===== src/hw/hsg_defs.vh =====
// Register offsets, field positions, reset values and timing counts for the gate sequencer.
`ifndef HSG_DEFS_VH
`define HSG_DEFS_VH
`define HSG_OFS_SYSTEM_STATE      8'h00
`define HSG_OFS_FAULT_LOG         8'h04
`define HSG_OFS_PRIMARY_CONTROL   8'h0A
`define HSG_OFS_SECONDARY_CONTROL 8'h0B
`define HSG_OFS_THIRD_CONFIG      8'h0F
`define HSG_OFS_GOOD_PIN_CONFIG   8'h10
`define HSG_OFS_RESTART_CONTROL   8'hA2
// primary_control fields.
`define HSG_PC_ON             0
`define HSG_PC_SLEW_MODE      1
`define HSG_PC_GOOD_CLEAR     2
`define HSG_PC_SWFAULT_OFF    3
// secondary_control fields: retry bits and mode.
`define HSG_SC_WD_RETRY       0
`define HSG_SC_OV_RETRY       1
`define HSG_SC_UV_RETRY       2
`define HSG_SC_OC_RETRY       3
`define HSG_SC_SW_RETRY       4
`define HSG_SC_EXT_RETRY      5
`define HSG_SC_MODE_LO        6
// third_config fields.
`define HSG_TC_AUX_OFF_EN     0
`define HSG_TC_AUX_IS_FAULT   1
`define HSG_TC_AUX_POL        2
`define HSG_TC_ILIM_LO        4
// good_pin_config fields.
`define HSG_GP_OUTA_INV       0
`define HSG_GP_OUTB_INV       1
`define HSG_GP_IN_INV         2
`define HSG_GP_IN_GPIO        3
`define HSG_GP_FOLD_LO        4
`define HSG_GP_SWDLY_LO       6
// restart_control fields.
`define HSG_RC_REQUEST        7
`define HSG_RC_DELAY_LO       0
// system_state fields.
`define HSG_SS_CMD_ON         0
`define HSG_SS_GOOD           1
`define HSG_SS_DRIVE_A        2
`define HSG_SS_DRIVE_B        3
`define HSG_SS_RAMP_ON        4
// fault_log fields.
`define HSG_FL_OV             0
`define HSG_FL_UV             1
`define HSG_FL_OC             2
`define HSG_FL_SWITCH         3
`define HSG_FL_WATCHDOG       4
`define HSG_FL_EXT            5
// Reset values.
`define HSG_RST_PRIMARY       8'h09
`define HSG_RST_SECONDARY     8'h00
`define HSG_RST_THIRD         8'h01
`define HSG_RST_GOOD_PIN      8'h00
`define HSG_RST_RESTART       8'h04
// Timing, in ms, and the time base.
`define HSG_TIME_DEBOUNCE_MS  128
`define HSG_TIME_GOOD_MS      256
`define HSG_TIME_WATCHDOG_MS  512
`define HSG_TIME_RETRY_MS     10'h080
`define HSG_CLK_HZ            100000000
`define HSG_CYC_PER_MS        (`HSG_CLK_HZ / 1000)
`define HSG_MODE_PARALLEL     2'h0
`define HSG_MODE_SINGLE       2'h3
`endif


===== src/hw/hsg_gate_sequencer.v =====
// Gate turn-on/turn-off sequencing, power-good chain and fault logic.
//
// Notes on behaviour
// RULE1: slew_mode_select 1 picks slew-rate inrush, 0 picks folded current limit.
// RULE2: Ramp runs only during startup; discharged after power good or any turn-off.
// RULE3: Current limit code 0..15 selects 15mV to 30mV in 1mV steps.
// RULE4: Startup foldback selects 10, 20, 50 or 100 percent, constant during startup.
// RULE5: Parallel/single turn both drives on together; staged starts drive_b after charge.
// RULE6: Good needs drain low, output above reference, gates high (parallel: limit ok) (in staged mode the code checks gate A only).
// RULE7: Good latches, sets good_flag, first output after 256ms.
// RULE8: Second output asserts after a further 256ms.
// RULE9: Then 512ms watchdog; input must go active or switches off, fault logged.
// RULE10: watchdog_retry_en retries turn-on 128ms after watchdog fault, else stays off.
// RULE11: Each good pin polarity configurable; input as general purpose disables watchdog.
// RULE12: good_clear_select 1 clears on output low, 0 on any turn-off except overvoltage.
// RULE13: Clearing good also resets both good delays and the watchdog delay.
// RULE14: Listed causes turn both drives off and clear switch_cmd_on_flag.
// RULE15: Switch fault after programmed delay; switch_fault_off_en 0 keeps switches on.
// RULE16: aux_fault_pin as fault input raises external fault; aux_fault_off_en 0 keeps on.
// RULE17: restart_request turns off, then back on after programmable reboot delay.
// RULE18: Each turn-off fault is configurable as latch-off or auto retry.
// RULE19: Parallel/single turn off together; staged drive_b follows drive_a off (code drops drive_b in the same cycle as drive_a).
// RULE20: Fast limit at double the programmed limit forces immediate strong pulldown.
// RULE21: Turn-on conditions must hold 128ms; violation restarts; then on when on bit set.
// RULE22: All delays count one millisecond tick and clear when their condition drops.
`timescale 1ns/1ps
`include "hsg_defs.vh"

module hsg_gate_sequencer #(
    parameter CYC_PER_MS = `HSG_CYC_PER_MS
) (
    input  wire       i_sys_clk,
    input  wire       i_rstn,
    input  wire       i_reg_wr,
    input  wire       i_reg_rd,
    input  wire [7:0] i_reg_addr,
    input  wire [7:0] i_reg_wdata,
    output reg  [7:0] o_reg_rdata,
    input  wire       i_supply_ok,
    input  wire       i_enable_pin,
    input  wire       i_overvolt,
    input  wire       i_undervolt,
    input  wire       i_thermal_timer_pin,
    input  wire       i_drain_high,
    input  wire       i_output_above_ref,
    input  wire       i_gate_a_high,
    input  wire       i_gate_b_high,
    input  wire       i_limit_a,
    input  wire       i_limit_b,
    input  wire       i_fast_a,
    input  wire       i_fast_b,
    input  wire       i_load_charged,
    input  wire       i_load_good_in,
    input  wire       i_aux_fault_pin,
    output reg        o_drive_a,
    output reg        o_drive_b,
    output reg        o_fast_pull_a,
    output reg        o_fast_pull_b,
    output reg        o_ramp_enable,
    output reg        o_ramp_discharge,
    output reg        o_slew_mode_select,
    output reg  [4:0] o_limit_mv,
    output reg  [1:0] o_foldback_sel,
    output reg        o_load_good_out_a,
    output reg        o_load_good_out_b
);

    // ==================================================================
    // Input synchronisers.
    localparam NIN = 13;
    wire [NIN-1:0] raw_in = {i_supply_ok, i_enable_pin, i_overvolt, i_undervolt,
                             i_thermal_timer_pin, i_drain_high, i_output_above_ref,
                             i_gate_a_high, i_gate_b_high, i_limit_a, i_load_charged,
                             i_load_good_in, i_aux_fault_pin};
    reg  [NIN-1:0] meta_r;
    reg  [NIN-1:0] sync_r;
    reg      [2:0] fast_meta_r;
    reg      [2:0] fast_sync_r;
    always @(posedge i_sys_clk) begin
        meta_r      <= raw_in;
        sync_r      <= meta_r;
        fast_meta_r <= {i_limit_b, i_fast_b, i_fast_a};
        fast_sync_r <= fast_meta_r;
    end
    wire s_supply = sync_r[12];
    wire s_en     = sync_r[11];
    wire s_ov     = sync_r[10];
    wire s_uv     = sync_r[9];
    wire s_tmr    = sync_r[8];
    wire s_drain  = sync_r[7];
    wire s_outok  = sync_r[6];
    wire s_ga     = sync_r[5];
    wire s_gb     = sync_r[4];
    wire s_lima   = sync_r[3];
    wire s_charge = sync_r[2];
    wire s_gin    = sync_r[1];
    wire s_aux    = sync_r[0];

    // ==================================================================
    // Registers.
    reg [7:0] primary_r;
    reg [7:0] secondary_r;
    reg [7:0] third_r;
    reg [7:0] good_pin_r;
    reg [7:0] restart_r;
    reg [7:0] fault_log_r;
    reg [7:0] fault_set;
    reg       restart_done;
    reg       cmd_on_r;
    reg       good_r;
    reg       dbc_done_r;

    wire [1:0] mode   = secondary_r[`HSG_SC_MODE_LO+1:`HSG_SC_MODE_LO];
    wire       staged = (mode != `HSG_MODE_PARALLEL) && (mode != `HSG_MODE_SINGLE);

    always @(posedge i_sys_clk) begin
        if (!i_rstn) begin
            primary_r   <= `HSG_RST_PRIMARY;
            secondary_r <= `HSG_RST_SECONDARY;
            third_r     <= `HSG_RST_THIRD;
            good_pin_r  <= `HSG_RST_GOOD_PIN;
            restart_r   <= `HSG_RST_RESTART;
            fault_log_r <= 8'h00;
        end else begin
            if (i_reg_wr) begin
                case (i_reg_addr)
                    `HSG_OFS_PRIMARY_CONTROL:   primary_r   <= i_reg_wdata;
                    `HSG_OFS_SECONDARY_CONTROL: secondary_r <= i_reg_wdata;
                    `HSG_OFS_THIRD_CONFIG:      third_r     <= i_reg_wdata;
                    `HSG_OFS_GOOD_PIN_CONFIG:   good_pin_r  <= i_reg_wdata;
                    `HSG_OFS_RESTART_CONTROL:   restart_r   <= i_reg_wdata;
                    default: ;
                endcase
            end
            if (restart_done) begin
                restart_r[`HSG_RC_REQUEST] <= 1'b0;
            end
            // Written zeros clear fault bits; a new event in the same cycle wins.
            if (i_reg_wr && i_reg_addr == `HSG_OFS_FAULT_LOG) begin
                fault_log_r <= (fault_log_r & i_reg_wdata) | fault_set;
            end else begin
                fault_log_r <= fault_log_r | fault_set;
            end
        end
    end

    always @(posedge i_sys_clk) begin
        if (!i_rstn) begin
            o_reg_rdata <= 8'h00;
        end else if (i_reg_rd) begin
            case (i_reg_addr)
                `HSG_OFS_SYSTEM_STATE:      o_reg_rdata <= {3'h0, o_ramp_enable, o_drive_b,
                                                             o_drive_a, good_r, cmd_on_r};
                `HSG_OFS_FAULT_LOG:         o_reg_rdata <= fault_log_r;
                `HSG_OFS_PRIMARY_CONTROL:   o_reg_rdata <= primary_r;
                `HSG_OFS_SECONDARY_CONTROL: o_reg_rdata <= secondary_r;
                `HSG_OFS_THIRD_CONFIG:      o_reg_rdata <= third_r;
                `HSG_OFS_GOOD_PIN_CONFIG:   o_reg_rdata <= good_pin_r;
                `HSG_OFS_RESTART_CONTROL:   o_reg_rdata <= restart_r;
                default:                    o_reg_rdata <= 8'h00;
            endcase
        end
    end

    // ==================================================================
    // Millisecond time base shared by every delay.
    reg [31:0] tick_cnt_r;
    wire       tick = (tick_cnt_r == CYC_PER_MS - 1);
    always @(posedge i_sys_clk) begin
        if (!i_rstn || tick) begin
            tick_cnt_r <= 32'h0;
        end else begin
            tick_cnt_r <= tick_cnt_r + 32'h1;
        end
    end

    // ==================================================================
    // Fault detection.
    wire on_bit     = primary_r[`HSG_PC_ON];
    wire in_ok      = s_supply && !s_en && !s_ov && !s_uv;
    wire gates_ok   = staged ? s_ga : (s_ga || s_gb);
    wire aux_active = third_r[`HSG_TC_AUX_IS_FAULT] &&
                      (s_aux ^ ~third_r[`HSG_TC_AUX_POL]);               // [RULE16]
    wire gin_active = s_gin ^ good_pin_r[`HSG_GP_IN_INV];                 // [RULE11]
    wire wd_enable  = !good_pin_r[`HSG_GP_IN_GPIO];                       // [RULE11]
    wire [7:0] sw_dly_ms = {4'h0, good_pin_r[`HSG_GP_SWDLY_LO+1:`HSG_GP_SWDLY_LO], 2'h0} + 8'h4;

    reg  [7:0] sw_cnt_r;
    wire       sw_bad = cmd_on_r && good_r && (s_drain || !gates_ok);
    always @(posedge i_sys_clk) begin
        if (!i_rstn || !sw_bad) begin
            sw_cnt_r <= 8'h00;                                            // [RULE22]
        end else if (tick && sw_cnt_r != sw_dly_ms) begin
            sw_cnt_r <= sw_cnt_r + 8'h01;
        end
    end
    wire sw_fault = sw_bad && (sw_cnt_r == sw_dly_ms);                    // [RULE15]

    // ==================================================================
    // Power-good chain: 256ms, 256ms, then 512ms watchdog.
    reg [9:0] good_cnt_r;
    reg [1:0] good_stage_r;
    wire par_ok    = (s_ga || s_gb) && (s_ga || s_lima) && (s_gb || fast_sync_r[2]);
    wire good_cond = cmd_on_r && !s_drain && s_outok && (staged ? s_ga :
                     (mode == `HSG_MODE_PARALLEL) ? par_ok : s_ga && s_gb);   // [RULE6]
    wire wd_fault = good_r && wd_enable && good_stage_r == 2'h2 &&
                    good_cnt_r == `HSG_TIME_WATCHDOG_MS && !gin_active;   // [RULE9]

    // ==================================================================
    // Turn-off causes and retry policy.
    wire [7:0] off_fault;
    assign off_fault[`HSG_FL_OV]       = s_ov && cmd_on_r;
    assign off_fault[`HSG_FL_UV]       = s_uv && cmd_on_r;
    assign off_fault[`HSG_FL_OC]       = s_tmr && cmd_on_r;
    assign off_fault[`HSG_FL_SWITCH]   = sw_fault && primary_r[`HSG_PC_SWFAULT_OFF];   // [RULE15]
    assign off_fault[`HSG_FL_WATCHDOG] = wd_fault;
    assign off_fault[`HSG_FL_EXT]      = aux_active && third_r[`HSG_TC_AUX_OFF_EN];    // [RULE16]
    assign off_fault[7:6]              = 2'h0;
    wire restart_req = restart_r[`HSG_RC_REQUEST];
    wire turn_off = !s_supply || s_en || !on_bit || (|off_fault) || restart_req; // [RULE14]
    wire [5:0] retry_en = {secondary_r[5], secondary_r[0], secondary_r[4:1]}; // [RULE18]

    always @* begin
        fault_set = {2'h0, aux_active, wd_fault, sw_fault, off_fault[2:0]};
    end

    // Latched-off faults and the retry / reboot hold-off.
    reg [5:0] latched_r;
    reg [9:0] hold_cnt_r;
    reg       hold_r;
    reg [9:0] hold_len_r;
    always @(posedge i_sys_clk) begin
        if (!i_rstn) begin
            latched_r  <= 6'h00;
            hold_r     <= 1'b0;
            hold_cnt_r <= 10'h000;
            hold_len_r <= 10'h000;
        end else begin
            latched_r <= (latched_r | (off_fault[5:0] & ~retry_en)) &
                         {6{on_bit}};                                     // [RULE18]
            if (turn_off && cmd_on_r && ((|(off_fault[5:0] & retry_en)) || restart_req)) begin
                hold_r     <= 1'b1;
                hold_cnt_r <= 10'h000;
                hold_len_r <= restart_req ? {restart_r[3:0], 6'h00}       // [RULE17]
                                          : `HSG_TIME_RETRY_MS;           // [RULE10]
            end else if (hold_r && tick) begin
                if (hold_cnt_r == hold_len_r) begin
                    hold_r <= 1'b0;
                end else begin
                    hold_cnt_r <= hold_cnt_r + 10'h001;
                end
            end
        end
    end
    always @* begin
        restart_done = restart_req && hold_r;
    end

    // ==================================================================
    // Startup debounce and switch command.
    reg [7:0] dbc_cnt_r;
    wire start_ok = in_ok && !hold_r && (latched_r == 6'h00) && !restart_req;
    always @(posedge i_sys_clk) begin
        if (!i_rstn || !start_ok) begin
            dbc_cnt_r  <= 8'h00;                                          // [RULE21]
            dbc_done_r <= 1'b0;
        end else if (tick && !dbc_done_r) begin
            if (dbc_cnt_r == `HSG_TIME_DEBOUNCE_MS - 1) begin
                dbc_done_r <= 1'b1;
            end
            dbc_cnt_r <= dbc_cnt_r + 8'h01;
        end
    end

    always @(posedge i_sys_clk) begin
        if (!i_rstn || turn_off) begin
            cmd_on_r <= 1'b0;                                             // [RULE14]
        end else if (dbc_done_r && on_bit && start_ok) begin
            cmd_on_r <= 1'b1;                                             // [RULE21]
        end
    end

    // ==================================================================
    // Power good latch and delay chain.
    wire good_clear = primary_r[`HSG_PC_GOOD_CLEAR] ? !s_outok
                    : (turn_off && !(s_ov && on_bit && s_supply && !s_en &&
                       !restart_req && (off_fault[5:1] == 5'h00)));        // [RULE12]
    always @(posedge i_sys_clk) begin
        if (!i_rstn || good_clear) begin
            good_r       <= 1'b0;                                         // [RULE13]
            good_stage_r <= 2'h0;
            good_cnt_r   <= 10'h000;
        end else if (!good_r) begin
            good_r <= good_cond;                                          // [RULE7]
        end else if (tick) begin
            if (good_stage_r != 2'h2 && good_cnt_r == `HSG_TIME_GOOD_MS - 1) begin
                good_stage_r <= good_stage_r + 2'h1;                      // [RULE8]
                good_cnt_r   <= 10'h000;
            end else if (good_cnt_r != `HSG_TIME_WATCHDOG_MS) begin
                good_cnt_r <= good_cnt_r + 10'h001;
            end
        end
    end

    // ==================================================================
    // Gate drives, ramp and current-limit settings.
    always @(posedge i_sys_clk) begin
        if (!i_rstn) begin
            o_drive_a          <= 1'b0;
            o_drive_b          <= 1'b0;
            o_fast_pull_a      <= 1'b0;
            o_fast_pull_b      <= 1'b0;
            o_ramp_enable      <= 1'b0;
            o_ramp_discharge   <= 1'b1;
            o_slew_mode_select <= 1'b0;
            o_limit_mv         <= 5'h0F;
            o_foldback_sel     <= 2'h0;
            o_load_good_out_a  <= 1'b0;
            o_load_good_out_b  <= 1'b0;
        end else begin
            o_drive_a <= cmd_on_r;                                        // [RULE5]
            o_drive_b <= cmd_on_r && (!staged || s_charge) &&
                         (staged ? (o_drive_a || !o_drive_b) : 1'b1);     // [RULE19]
            o_fast_pull_a <= fast_sync_r[0];                              // [RULE20]
            o_fast_pull_b <= fast_sync_r[1];
            o_slew_mode_select <= primary_r[`HSG_PC_SLEW_MODE];           // [RULE1]
            o_ramp_enable    <= primary_r[`HSG_PC_SLEW_MODE] && cmd_on_r && !good_r; // [RULE2]
            o_ramp_discharge <= !(primary_r[`HSG_PC_SLEW_MODE] && cmd_on_r && !good_r);
            o_limit_mv     <= 5'h0F + {1'b0, third_r[`HSG_TC_ILIM_LO+3:`HSG_TC_ILIM_LO]}; // [RULE3]
            if (!cmd_on_r) begin
                o_foldback_sel <= good_pin_r[`HSG_GP_FOLD_LO+1:`HSG_GP_FOLD_LO];  // [RULE4]
            end
            o_load_good_out_a <= (good_r && good_stage_r != 2'h0) ^
                                 good_pin_r[`HSG_GP_OUTA_INV];            // [RULE7]
            o_load_good_out_b <= (good_r && good_stage_r == 2'h2) ^
                                 good_pin_r[`HSG_GP_OUTB_INV];            // [RULE8]
        end
    end

endmodule


===== config.mk =====
export PLATFORM = sky130hd
export DESIGN_NAME = hsg_gate_sequencer
export DESIGN_NICKNAME = d
export VERILOG_FILES = /design/src/hw/hsg_gate_sequencer.v
export VERILOG_INCLUDE_DIRS = /design/src /design/src/hw
export SDC_FILE = /design/constraint.sdc
export NUM_CORES = 1
export LEC_CHECK = 0
export ABC_AREA = 0
export BUFFER_PORTS_ARGS = -buffer_cell sky130_fd_sc_hd__buf_4
export CAP_MARGIN = 30
export CORE_ASPECT_RATIO = 1.2
export CORE_MARGIN = 3
export CORE_UTILIZATION = 54
export CTS_CLUSTER_DIAMETER = 80
export DETAILED_ROUTE_END_ITERATION = 10
export GPL_TIMING_DRIVEN = 0
export MAX_ROUTING_LAYER = met4
export PLACE_DENSITY = 0.76
export SLEW_MARGIN = 40
export SYNTH_ARGS = -nofsm -noshare
export SYNTH_HDL_FRONTEND = slang
export SYNTH_SLANG_ARGS = --single-unit

===== constraint.sdc =====
create_clock -name i_sys_clk -period 2.5 [get_ports i_sys_clk]
set_clock_uncertainty 0.1 [all_clocks]
set_input_delay 0.375 -clock i_sys_clk [delete_from_list [all_inputs] [get_ports i_sys_clk]]
set_output_delay 0.375 -clock i_sys_clk [all_outputs]
set_load 0.005 [all_outputs]

==> results.toml, run 1 <==
[cells_and_area]
n_antenna_cell = 0
nFillCells = 1121
final_layout_size_suffix_gt1_frac = 0.1748
seqCellArea_sq_um = 3774
area_growth_syn_to_layout_pct = 22.69
layout.nets = 1014
multi_input_area_sq_um = 4103
final_cell_count_no_fill = 1149

[power_and_ir_drop]
swShare = 0.2248
intPower_mw = 4.607
p_sw_mw = 1.336
clkPwrFrac = 0.452
total_power_mw = 5.943
p_comb_frac = 0.036
max-vdd-ir-drop_uv = 434.6
power.density_nw_per_um2 = 615.1
leakage_nw = 3.620
sequentialPowerShare = 0.512

[critical_path]
critPathCaptureType = "register"
arrival_ns = 2.79
crit_required_ns = 2.78
critPathKind = "reg2reg"
worstPathMaxFanout = 4
cp-start-kind = "register"

[clocking]
insertion_delay_ns = 0.44
cts_sinks = 188
cts_made_buffers = 17
clkTransAtPathRegs_ns = 0.07
clk_path_buf_depth = 2
cts_tree = "done"
h-tree-depth = 4
root_buffer = "clkbuf_16"

[grt]
grt_pass1_vias = 6382
grt_pass1_wl_um = 31040
track_usage = 0.2475
overflow = 0
antenna_found_initial = 0
grt_max_degree = 18

[logic_synthesis]
netlist_area_sq_um = 7875
synthArstFlopShare = 0
synth-seq-cells = 188
synth_warnings = 0
syn_nets = 901
seq_area_frac_synth = 0.4779
ys.flop_type = "dfxtp_1"
syn-mean-instance-area_sq_um = 9.243
synth_edf_count = 0
synth_cell_types = 55
syn_inst = 852

[timing]
fmax_mhz = 398.2
fin_setup_tns_ns = -0.01117
fin_crit_sh = 1.004
finalCriticalPeriod_ns = 2.511
final-hold-violation-count = 0
slew_viol_final = 0
rsz0062_at_grt = "yes"
relSlewSlack = 0.4561
setup_viol = 1
worst_slack_ns = -0.01117
hold_ws_ns = 0.1133
worst_pin_slew_ns = 0.8070

[drt]
drc = 0
vias_per_cell = 5.663
vias = 6507
drt.antenna.violating_nets = 0
drt-total-wl_um = 19060
wl_per_cell_um = 16.59
dr.pass1.iters = 5
drtIter0Drc = 405

[place]
dp.cells = 1084
io_buffers = 59
hpwl_um = 13140
place_congestion = 0.8724

[die]
rows = 47
pin_count = 60
die_w_um = 116.2
die_area_sq_um = 16070
coreArea_sq_um = 14050
die_height_um = 138.3
start_util = 0.5603

[hold_path]
hold_path_class = "in2reg"

[status]
violations = "negative setup slack"
status = "finished, violations left"

[flow_run]
cap_violations = 0
==> what timing repair did <==
action,CTS,global route
setup buffers,9,8
setup endpoints to repair,41,55
pin swaps,14,7
endpoints found under the hold margin,16,0
hold buffers,16,0
resized for setup,23,11
cloned,0,1
==> cell usage in the layout (no fill, tap or decap), types with 16 or more instances in the layout <==
master / n
dfxtp_1: 182
nor2_1: 111
buf_4: 76
nand2_1: 73
xor2_1: 40
nor2b_1: 36
nand4_1: 35
nand3_1: 33
mux2i_1: 33
xnor2_1: 28
inv_1: 25
a21boi_0: 23
a21oi_1: 22
clkbuf_1: 20
o21ai_0: 18
clkbuf_16: 18
dlygate4sd3_1: 16
==> metrics by stage <==
stage	utilization	instance area, sq um	setup slack [ns]
final	0.6874	9662	-0.01117
after CTS	0.6783	9533	-0.08753
after global placement	0.6085	8552	-0.6698
after global routing	0.6874	9662	-0.09528
after detailed placement	0.6124	8607	-0.5146
after floorplan	-	7895	-0.04043
==> cells by family after synthesis <==
group / count (synthesis) / synth area share
muxes: 44 / 0.05767
xor gates and xnor gates: 68 / 0.07563
and+or+nand+nor: 380 / 0.2475
buffers and inverters: 52 / 0.02669
AOI/OAI and AO/OA: 107 / 0.09390
DFF: 188 / 0.4779
adders and majority gates: 13 / 0.02066
==> critical path: stages, from the launching register on <==
cell and delay (ns):
dfxtp_4 0.34, or4_4 0.52, nor4_4 0.36, o2111ai_4 0.17, or3_4 0.37, or4_1 0.47
a21oi_1 0.12
==> Yosys cell counts, types with 13 or more instances <==
cell type	count	share of area
nand2_1	73	0.035
mux2i_1	33	0.042
a22oi_1	13	0.012
dfxtp_1	188	0.48
nor2_1	115	0.055
inv_1	26	0.012
o21ai_0	18	0.011
a21oi_1	23	0.015
clkbuf_1	22	0.010
nor2b_1	36	0.029
nand3_1	33	0.021
xnor2_1	28	0.031
nand4_1	35	0.028
xor2_1	40	0.044
and3_1	13	0.010
ha_1	13	0.021
a21boi_0	23	0.022
==> layout make-up <==
type,count,area share
Sequential cell,188,0.3906
Timing Repair Buffer,95,0.07925
Inverter,26,0.01010
Clock buffer,20,0.04830
Tap cell,171,0.02214
Multi-Input combinational cell,612,0.4246
Clock inverter,12,0.01321
Buffer,25,0.01178
==> routing by layer <==
layer	global-route usage	wire length, um	up-vias
met1	0.2990	7850	3079
met5	-	0	-
met3	0.04720	1033	42
met4	0.1002	522	0
li1	-	-	3193
met2	0.4020	9656	193
==> final timing paths <==
| kind | from | end | slack [ns] | cells after the start |
|---|---|---|---|---|
| worst max-delay path | tick_cnt_r[23] | hold_cnt_r[7] | -0.01 | 6 |
| worst min-delay path | i_reg_wdata[2] | restart_r[2] | 0.11 | 3 |
| worst max register to register | tick_cnt_r[23] | hold_cnt_r[7] | -0.01 | 6 |
| worst min register to register | meta_r[4] | sync_r[4] | 0.23 | 0 |
==> sequential cells by signal, summed over array words and instances, names as in the netlist, 10 cells and up <==
register,count
good_cnt_r,10
hold_cnt_r,10
meta_r,13
sync_r,13
tick_cnt_r,32
==> power by group through the flow <==
stage | registers, mW | clock network [mW] | logic (mW)
2_1_floorplan | 3.11 | 0 | 0.0815
3_3_place_gp | 3.11 | 0 | 0.175
3_5_place_dp | 3.11 | 0 | 0.180
4_1_cts | 3.04 | 2.73 | 0.205
5_1_grt | 3.05 | 2.84 | 0.232
6_report | 3.04 | 2.69 | 0.213
Power figures use the tool's default switching activity.
==> run 2, diff against run 1 <==
--- a/config.mk
+++ b/config.mk
@@ -16,7 +16,7 @@
 export DETAILED_ROUTE_END_ITERATION = 10
 export GPL_TIMING_DRIVEN = 0
 export MAX_ROUTING_LAYER = met4
-export PLACE_DENSITY = 0.76
+export PLACE_DENSITY = 0.73
 export SLEW_MARGIN = 40
 export SYNTH_ARGS = -nofsm -noshare
 export SYNTH_HDL_FRONTEND = slang
==> results.toml, run 2 (synthesis gave the netlist of run 1 again) <==
[drt]
drt-total-wl_um = 18600
dr.pass1.iters = 6
drt.antenna.violating_nets = 0
vias_per_cell = 5.566
drtIter0Drc = 409
vias = 6401
drc = 0
wl_per_cell_um = 16.18

[place]
dp.cells = 1083
place_congestion = 0.9084
io_buffers = 59
hpwl_um = 12940
placed_cell_area_sq_um = 8602

[timing]
final-hold-violation-count = 0
fin_setup_tns_ns = -0.05585
worst_pin_slew_ns = 0.7817
rsz0062_at_grt = "yes"
relSlewSlack = 0.4732
slew_viol_final = 0
fmax_mhz = 391.5
fin_crit_sh = 1.022
worst_slack_ns = -0.05448
setup_viol = 2
finalCriticalPeriod_ns = 2.554

[grt]
grtUsageMet3 = 0.03671
use_met2 = 0.3993
track_usage = 0.2427
overflow = 0
antenna_found_initial = 0
grt_max_degree = 18
grtUsageMet1 = 0.3022
grt_pass1_vias = 6031
grt_pass1_wl_um = 30320
top_usage_layer = "met2"

[clocking]
cts_made_buffers = 17
h-tree-depth = 4
cts_tree = "done"
insertion_delay_ns = 0.44
clk_path_buf_depth = 2
root_buffer = "clkbuf_16"
clkTransAtPathRegs_ns = 0.07
cts_sinks = 188

[die]
die_area_sq_um = 16070
coreArea_sq_um = 14050
rows = 47
start_util = 0.5603
pin_count = 60
die_w_um = 116.2
die_height_um = 138.3

[critical_path]
cp-start-kind = "register"
r2r-end = "hold_cnt_r[9]"
worstPathMaxFanout = 5
rr_worst_depth = 6
crit_path_end = "hold_cnt_r[9]"
reg2reg_from = "tick_cnt_r[28]"
critPathCaptureType = "register"
crit_required_ns = 2.77
critPathKind = "reg2reg"
r2r_slack_ns = -0.05
timing.critical_path.from = "tick_cnt_r[28]"
arrival_ns = 2.82

[cells_and_area]
layout.nets = 1015
n_antenna_cell = 0
final_layout_size_suffix_gt1_frac = 0.1736
area_growth_syn_to_layout_pct = 22.04
utilization = 0.6838
top_register = "tick_cnt_r"
nFillCells = 1113
final_common_cell = "dfxtp_1"
post-route-cell-area_sq_um = 9610
final_cell_mix = "dfxtp_1 (181), nor2_1 (111), buf_4 (79)"
largest_register_ffs = 32
final_cell_count_no_fill = 1150
reg_top3 = "tick_cnt_r (32), meta_r (13), sync_r (13)"

[power_and_ir_drop]
power.density_nw_per_um2 = 607.7
leakage_nw = 3.594
max-vdd-ir-drop_uv = 419.2

[status]
status = "finished, violations left"
violations = "negative setup slack"

[hold_path]
hold_path_class = "in2reg"

[flow_run]
cap_violations = 0
-- run 2: cell count changes in the layout (fill, tap and decap cells not counted), moves of 2 or more --
cell,before,now
clkbuf_8,3,0
clkinv_4,5,2
clkbuf_1,20,23
buf_4,76,79
dfxtp_2,5,7
clkinvlp_4,1,3
-- run 2: report_power, final --
part	leakage (nW)	internal [mW]	total (mW)	switching, mW
clock	0.268	1.40	2.59	1.19
combinational	1.79	0.0973	0.209	0.111
sequential	1.53	3.03	3.04	0.0155
total	3.59	4.52	5.84	1.32
-- run 2: worst min path at each step --
| stage | depth (start not counted) | to | from | slack [ns] |
|---|---|---|---|---|
| 2_1_floorplan | 0 | fast_sync_r[0] | fast_meta_r[0] | 0.21 |
| 3_3_place_gp | 0 | sync_r[11] | meta_r[11] | 0.21 |
| 3_5_place_dp | 0 | sync_r[11] | meta_r[11] | 0.21 |
| 4_1_cts | 3 | restart_r[2] | i_reg_wdata[2] | 0.11 |
| 5_1_grt | 3 | primary_r[0] | i_reg_wdata[0] | 0.13 |
| 6_report | 3 | restart_r[2] | i_reg_wdata[2] | 0.13 |
-- run 2: what timing repair did --
| action | in CTS | in global routing |
|---|---|---|
| hold buffers | 16 | 0 |
| cloned | 0 | 1 |
| pin swaps | 9 | 6 |
| setup endpoints to repair | 38 | 71 |
| hold endpoints to repair | 16 | 0 |
| setup buffers | 9 | 10 |
| gates resized for setup | 12 | 20 |
-- run 2: stage by stage --
step / power (mW) / hold WS [ns] / setup slack (ns)
6_report: 5.840 / 0.1261 / -0.05448
5_1_grt: 6.025 / 0.1340 / -0.1369
4_1_cts: 5.872 / 0.1103 / -0.1095
3_5_place_dp: 3.290 / 0.2132 / -0.5119
3_3_place_gp: 3.285 / 0.2100 / -0.6612
2_1_floorplan: 3.188 / 0.2096 / -0.04043
-- run 2: metal layers --
metal,up-vias,share of wire
met4,0,0.019
met3,28,0.051
met2,163,0.50
met5,-,0
met1,3025,0.43
li1,3185,-
-- run 2: worst max-delay path: stages, from the launching register on --
cell and delay [ns]:
dfxtp_2 0.35, or4_4 0.53, nor4_4 0.33, o2111ai_4 0.17
or3_4 0.37, or4_1 0.50, a21oi_1 0.14
-- run 2: area by class of cell --
| type | count | area, sq um | share of cell area |
|---|---|---|---|
| Buffer | 25 | 108.9 | 0.01133 |
| Multi-Input combinational cell | 612 | 4091 | 0.4257 |
| Clock buffer | 19 | 432.9 | 0.04505 |
| Timing Repair Buffer | 96 | 758.2 | 0.07890 |
| Inverter | 26 | 97.59 | 0.01015 |
| Sequential cell | 188 | 3772 | 0.3925 |
| Clock inverter | 13 | 135.1 | 0.01406 |
| Tap cell | 171 | 214.0 | 0.02226 |
==> run 3, diff against run 2 <==
--- a/config.mk
+++ b/config.mk
@@ -10,7 +10,7 @@
 export BUFFER_PORTS_ARGS = -buffer_cell sky130_fd_sc_hd__buf_4
 export CAP_MARGIN = 30
 export CORE_ASPECT_RATIO = 1.2
-export CORE_MARGIN = 3
+export CORE_MARGIN = 10
 export CORE_UTILIZATION = 54
 export CTS_CLUSTER_DIAMETER = 80
 export DETAILED_ROUTE_END_ITERATION = 10
==> constraint.sdc (replaced) <==
create_clock -name i_sys_clk -period 2.28 [get_ports i_sys_clk]
set_clock_uncertainty 0.1 [all_clocks]
set_input_delay 0.342 -clock i_sys_clk [delete_from_list [all_inputs] [get_ports i_sys_clk]]
set_output_delay 0.342 -clock i_sys_clk [all_outputs]
set_load 0.005 [all_outputs]
==> results.toml, run 3 (synthesis gave the netlist of run 1 again) <==
[timing]
rsz0062_at_grt = "yes"
slew_viol_final = 0
setup_viol = 15
finalCriticalPeriod_ns = 2.549
fmax_mhz = 392.3
worst_pin_slew_ns = 0.7261
final-hold-violation-count = 0
relSlewSlack = 0.5119
worst_slack_ns = -0.2690
fin_crit_sh = 1.118
hold_ws_ns = 0.09163

[die]
die_height_um = 152.3
die_w_um = 130.2
die_area_sq_um = 19830
coreArea_sq_um = 14350
pin_count = 60
start_util = 0.5486
rows = 48

[drt]
vias = 6617
vias_per_cell = 5.675
met3_length_um = 1181
dr.pass1.iters = 5
wl_met2_um = 10160
wl_per_cell_um = 17.25
met1_length_um = 8174
drt.antenna.violating_nets = 0
drt-total-wl_um = 20110
drc = 0
top_layer = "met4"
drtIter0Drc = 501

[clocking]
clk_path_buf_depth = 2
cts_sinks = 188
clkTransAtPathRegs_ns = 0.07
cts_tree = "done"
cts_made_buffers = 17
root_buffer = "clkbuf_16"
insertion_delay_ns = 0.44
h-tree-depth = 4

[place]
io_buffers = 59
placed_cell_area_sq_um = 8641
dp.cells = 1088
post-place-ws_ns = -0.4344
hpwl_um = 13540
place_congestion = 0.8488

[grt]
overflow = 0
grt_max_degree = 18
grt_pass1_wl_um = 32540
antenna_found_initial = 0
track_usage = 0.2089
grt_pass1_vias = 6565

[cells_and_area]
final_common_cell = "dfxtp_1"
top_register = "tick_cnt_r"
nFillCells = 1104
n_antenna_cell = 0
seqCellArea_sq_um = 3780
largest_register_ffs = 32
final_layout_size_suffix_gt1_frac = 0.2149
post-route-cell-area_sq_um = 9933
final_cell_mix = "dfxtp_1 (177), nor2_1 (107), buf_4 (85)"
reg_top3 = "tick_cnt_r (32), meta_r (13), sync_r (13)"
final_cell_count_no_fill = 1166
multi_input_area_sq_um = 4232
area_growth_syn_to_layout_pct = 26.14
layout.nets = 1027

[critical_path]
crit_buf_inv = 1
worstPathMaxFanout = 4
arrival_ns = 2.78
critPathTopFamily = "simple AND/OR/NAND/NOR gates"
cp_cell_sequence = "or4_4, nor4_4, o2111ai_4, or3_4, buf_4, o31ai_2, a21oi_2"
critPathKind = "reg2reg"
crit_required_ns = 2.51
slowest_delay_ns = 0.54
r2r-end = "hold_cnt_r[7]"
critPathCaptureType = "register"
reg2reg_from = "tick_cnt_r[29]"
cp-start-kind = "register"
crit_slowest_cell = "or4_4"
r2r_slack_ns = -0.27
rr_worst_depth = 7

[hold_path]
min_path_cells = 3
hold_end = "primary_r[0]"
hold_path_class = "in2reg"
holdCritStartpoint = "i_reg_wdata[0]"

[status]
status = "finished, violations left"
violations = "negative setup slack"

[power_and_ir_drop]
total_power_mw = 6.576
leakage_nw = 3.751
max-vdd-ir-drop_uv = 453.7
power.density_nw_per_um2 = 662.1

[flow_run]
cap_violations = 0
==> run 3: per-layer routing <==
metal | global-route usage | up-vias
met5 | - | -
met4 | 0.08798 | 0
met3 | 0.03655 | 55
met2 | 0.3548 | 209
met1 | 0.2340 | 3134
li1 | - | 3219
==> run 3: where the power goes <==
part	switching, mW	leakage, nW	internal (mW)
Clock	1.34	0.292	1.67
Combinational	0.125	1.93	0.108
Sequential	0.0165	1.53	3.32
==> run 3: how the worst max path moves through the flow <==
stage,from,endpoint,slack (ns),cells past startpoint
after global placement,i_reg_addr[5],o_reg_rdata[0],-1.02,7
after global routing,tick_cnt_r[29],hold_cnt_r[7],-0.37,7
after detailed placement,sw_cnt_r[0],good_cnt_r[4],-0.43,9
final,tick_cnt_r[29],hold_cnt_r[7],-0.27,7
after floorplan,tick_cnt_r[29],hold_cnt_r[7],-0.26,6
after CTS,tick_cnt_r[20],hold_cnt_r[7],-0.31,6
==> run 3: tightest hold or removal path: stages <==
cell,delay [ns]
buf_4,0.13
mux2i_1,0.07
nand2_1,0.06
==> run 3: cell type report <==
type                            instances  share of cell area
Inverter                               26            0.009825
Sequential cell                       188              0.3805
Multi-Input combinational cell        612              0.4260
Clock inverter                         14             0.01637
Tap cell                              175             0.02204
Timing Repair Buffer                  109             0.09006
Clock buffer                           18             0.04421
Buffer                                 24             0.01096
==> run 3: timing repair <==
| item | 4_1_cts | 5_1_grt |
|---|---|---|
| pin swaps | 29 | 23 |
| setup endpoints to repair | 71 | 66 |
| endpoints found under the hold margin | 16 | 0 |
| setup buffers | 24 | 8 |
| hold buffers | 16 | 0 |
| cloned | 1 | 0 |
| resized for setup | 48 | 27 |
==> run 3: metrics by stage <==
stage | utilization | TNS, ns
after detailed placement | 0.6020 | -18.51
after floorplan | - | -0.7953
final | 0.6920 | -1.240
after CTS | 0.6810 | -1.568
after global placement | 0.5983 | -36.36
after global routing | 0.6920 | -2.461
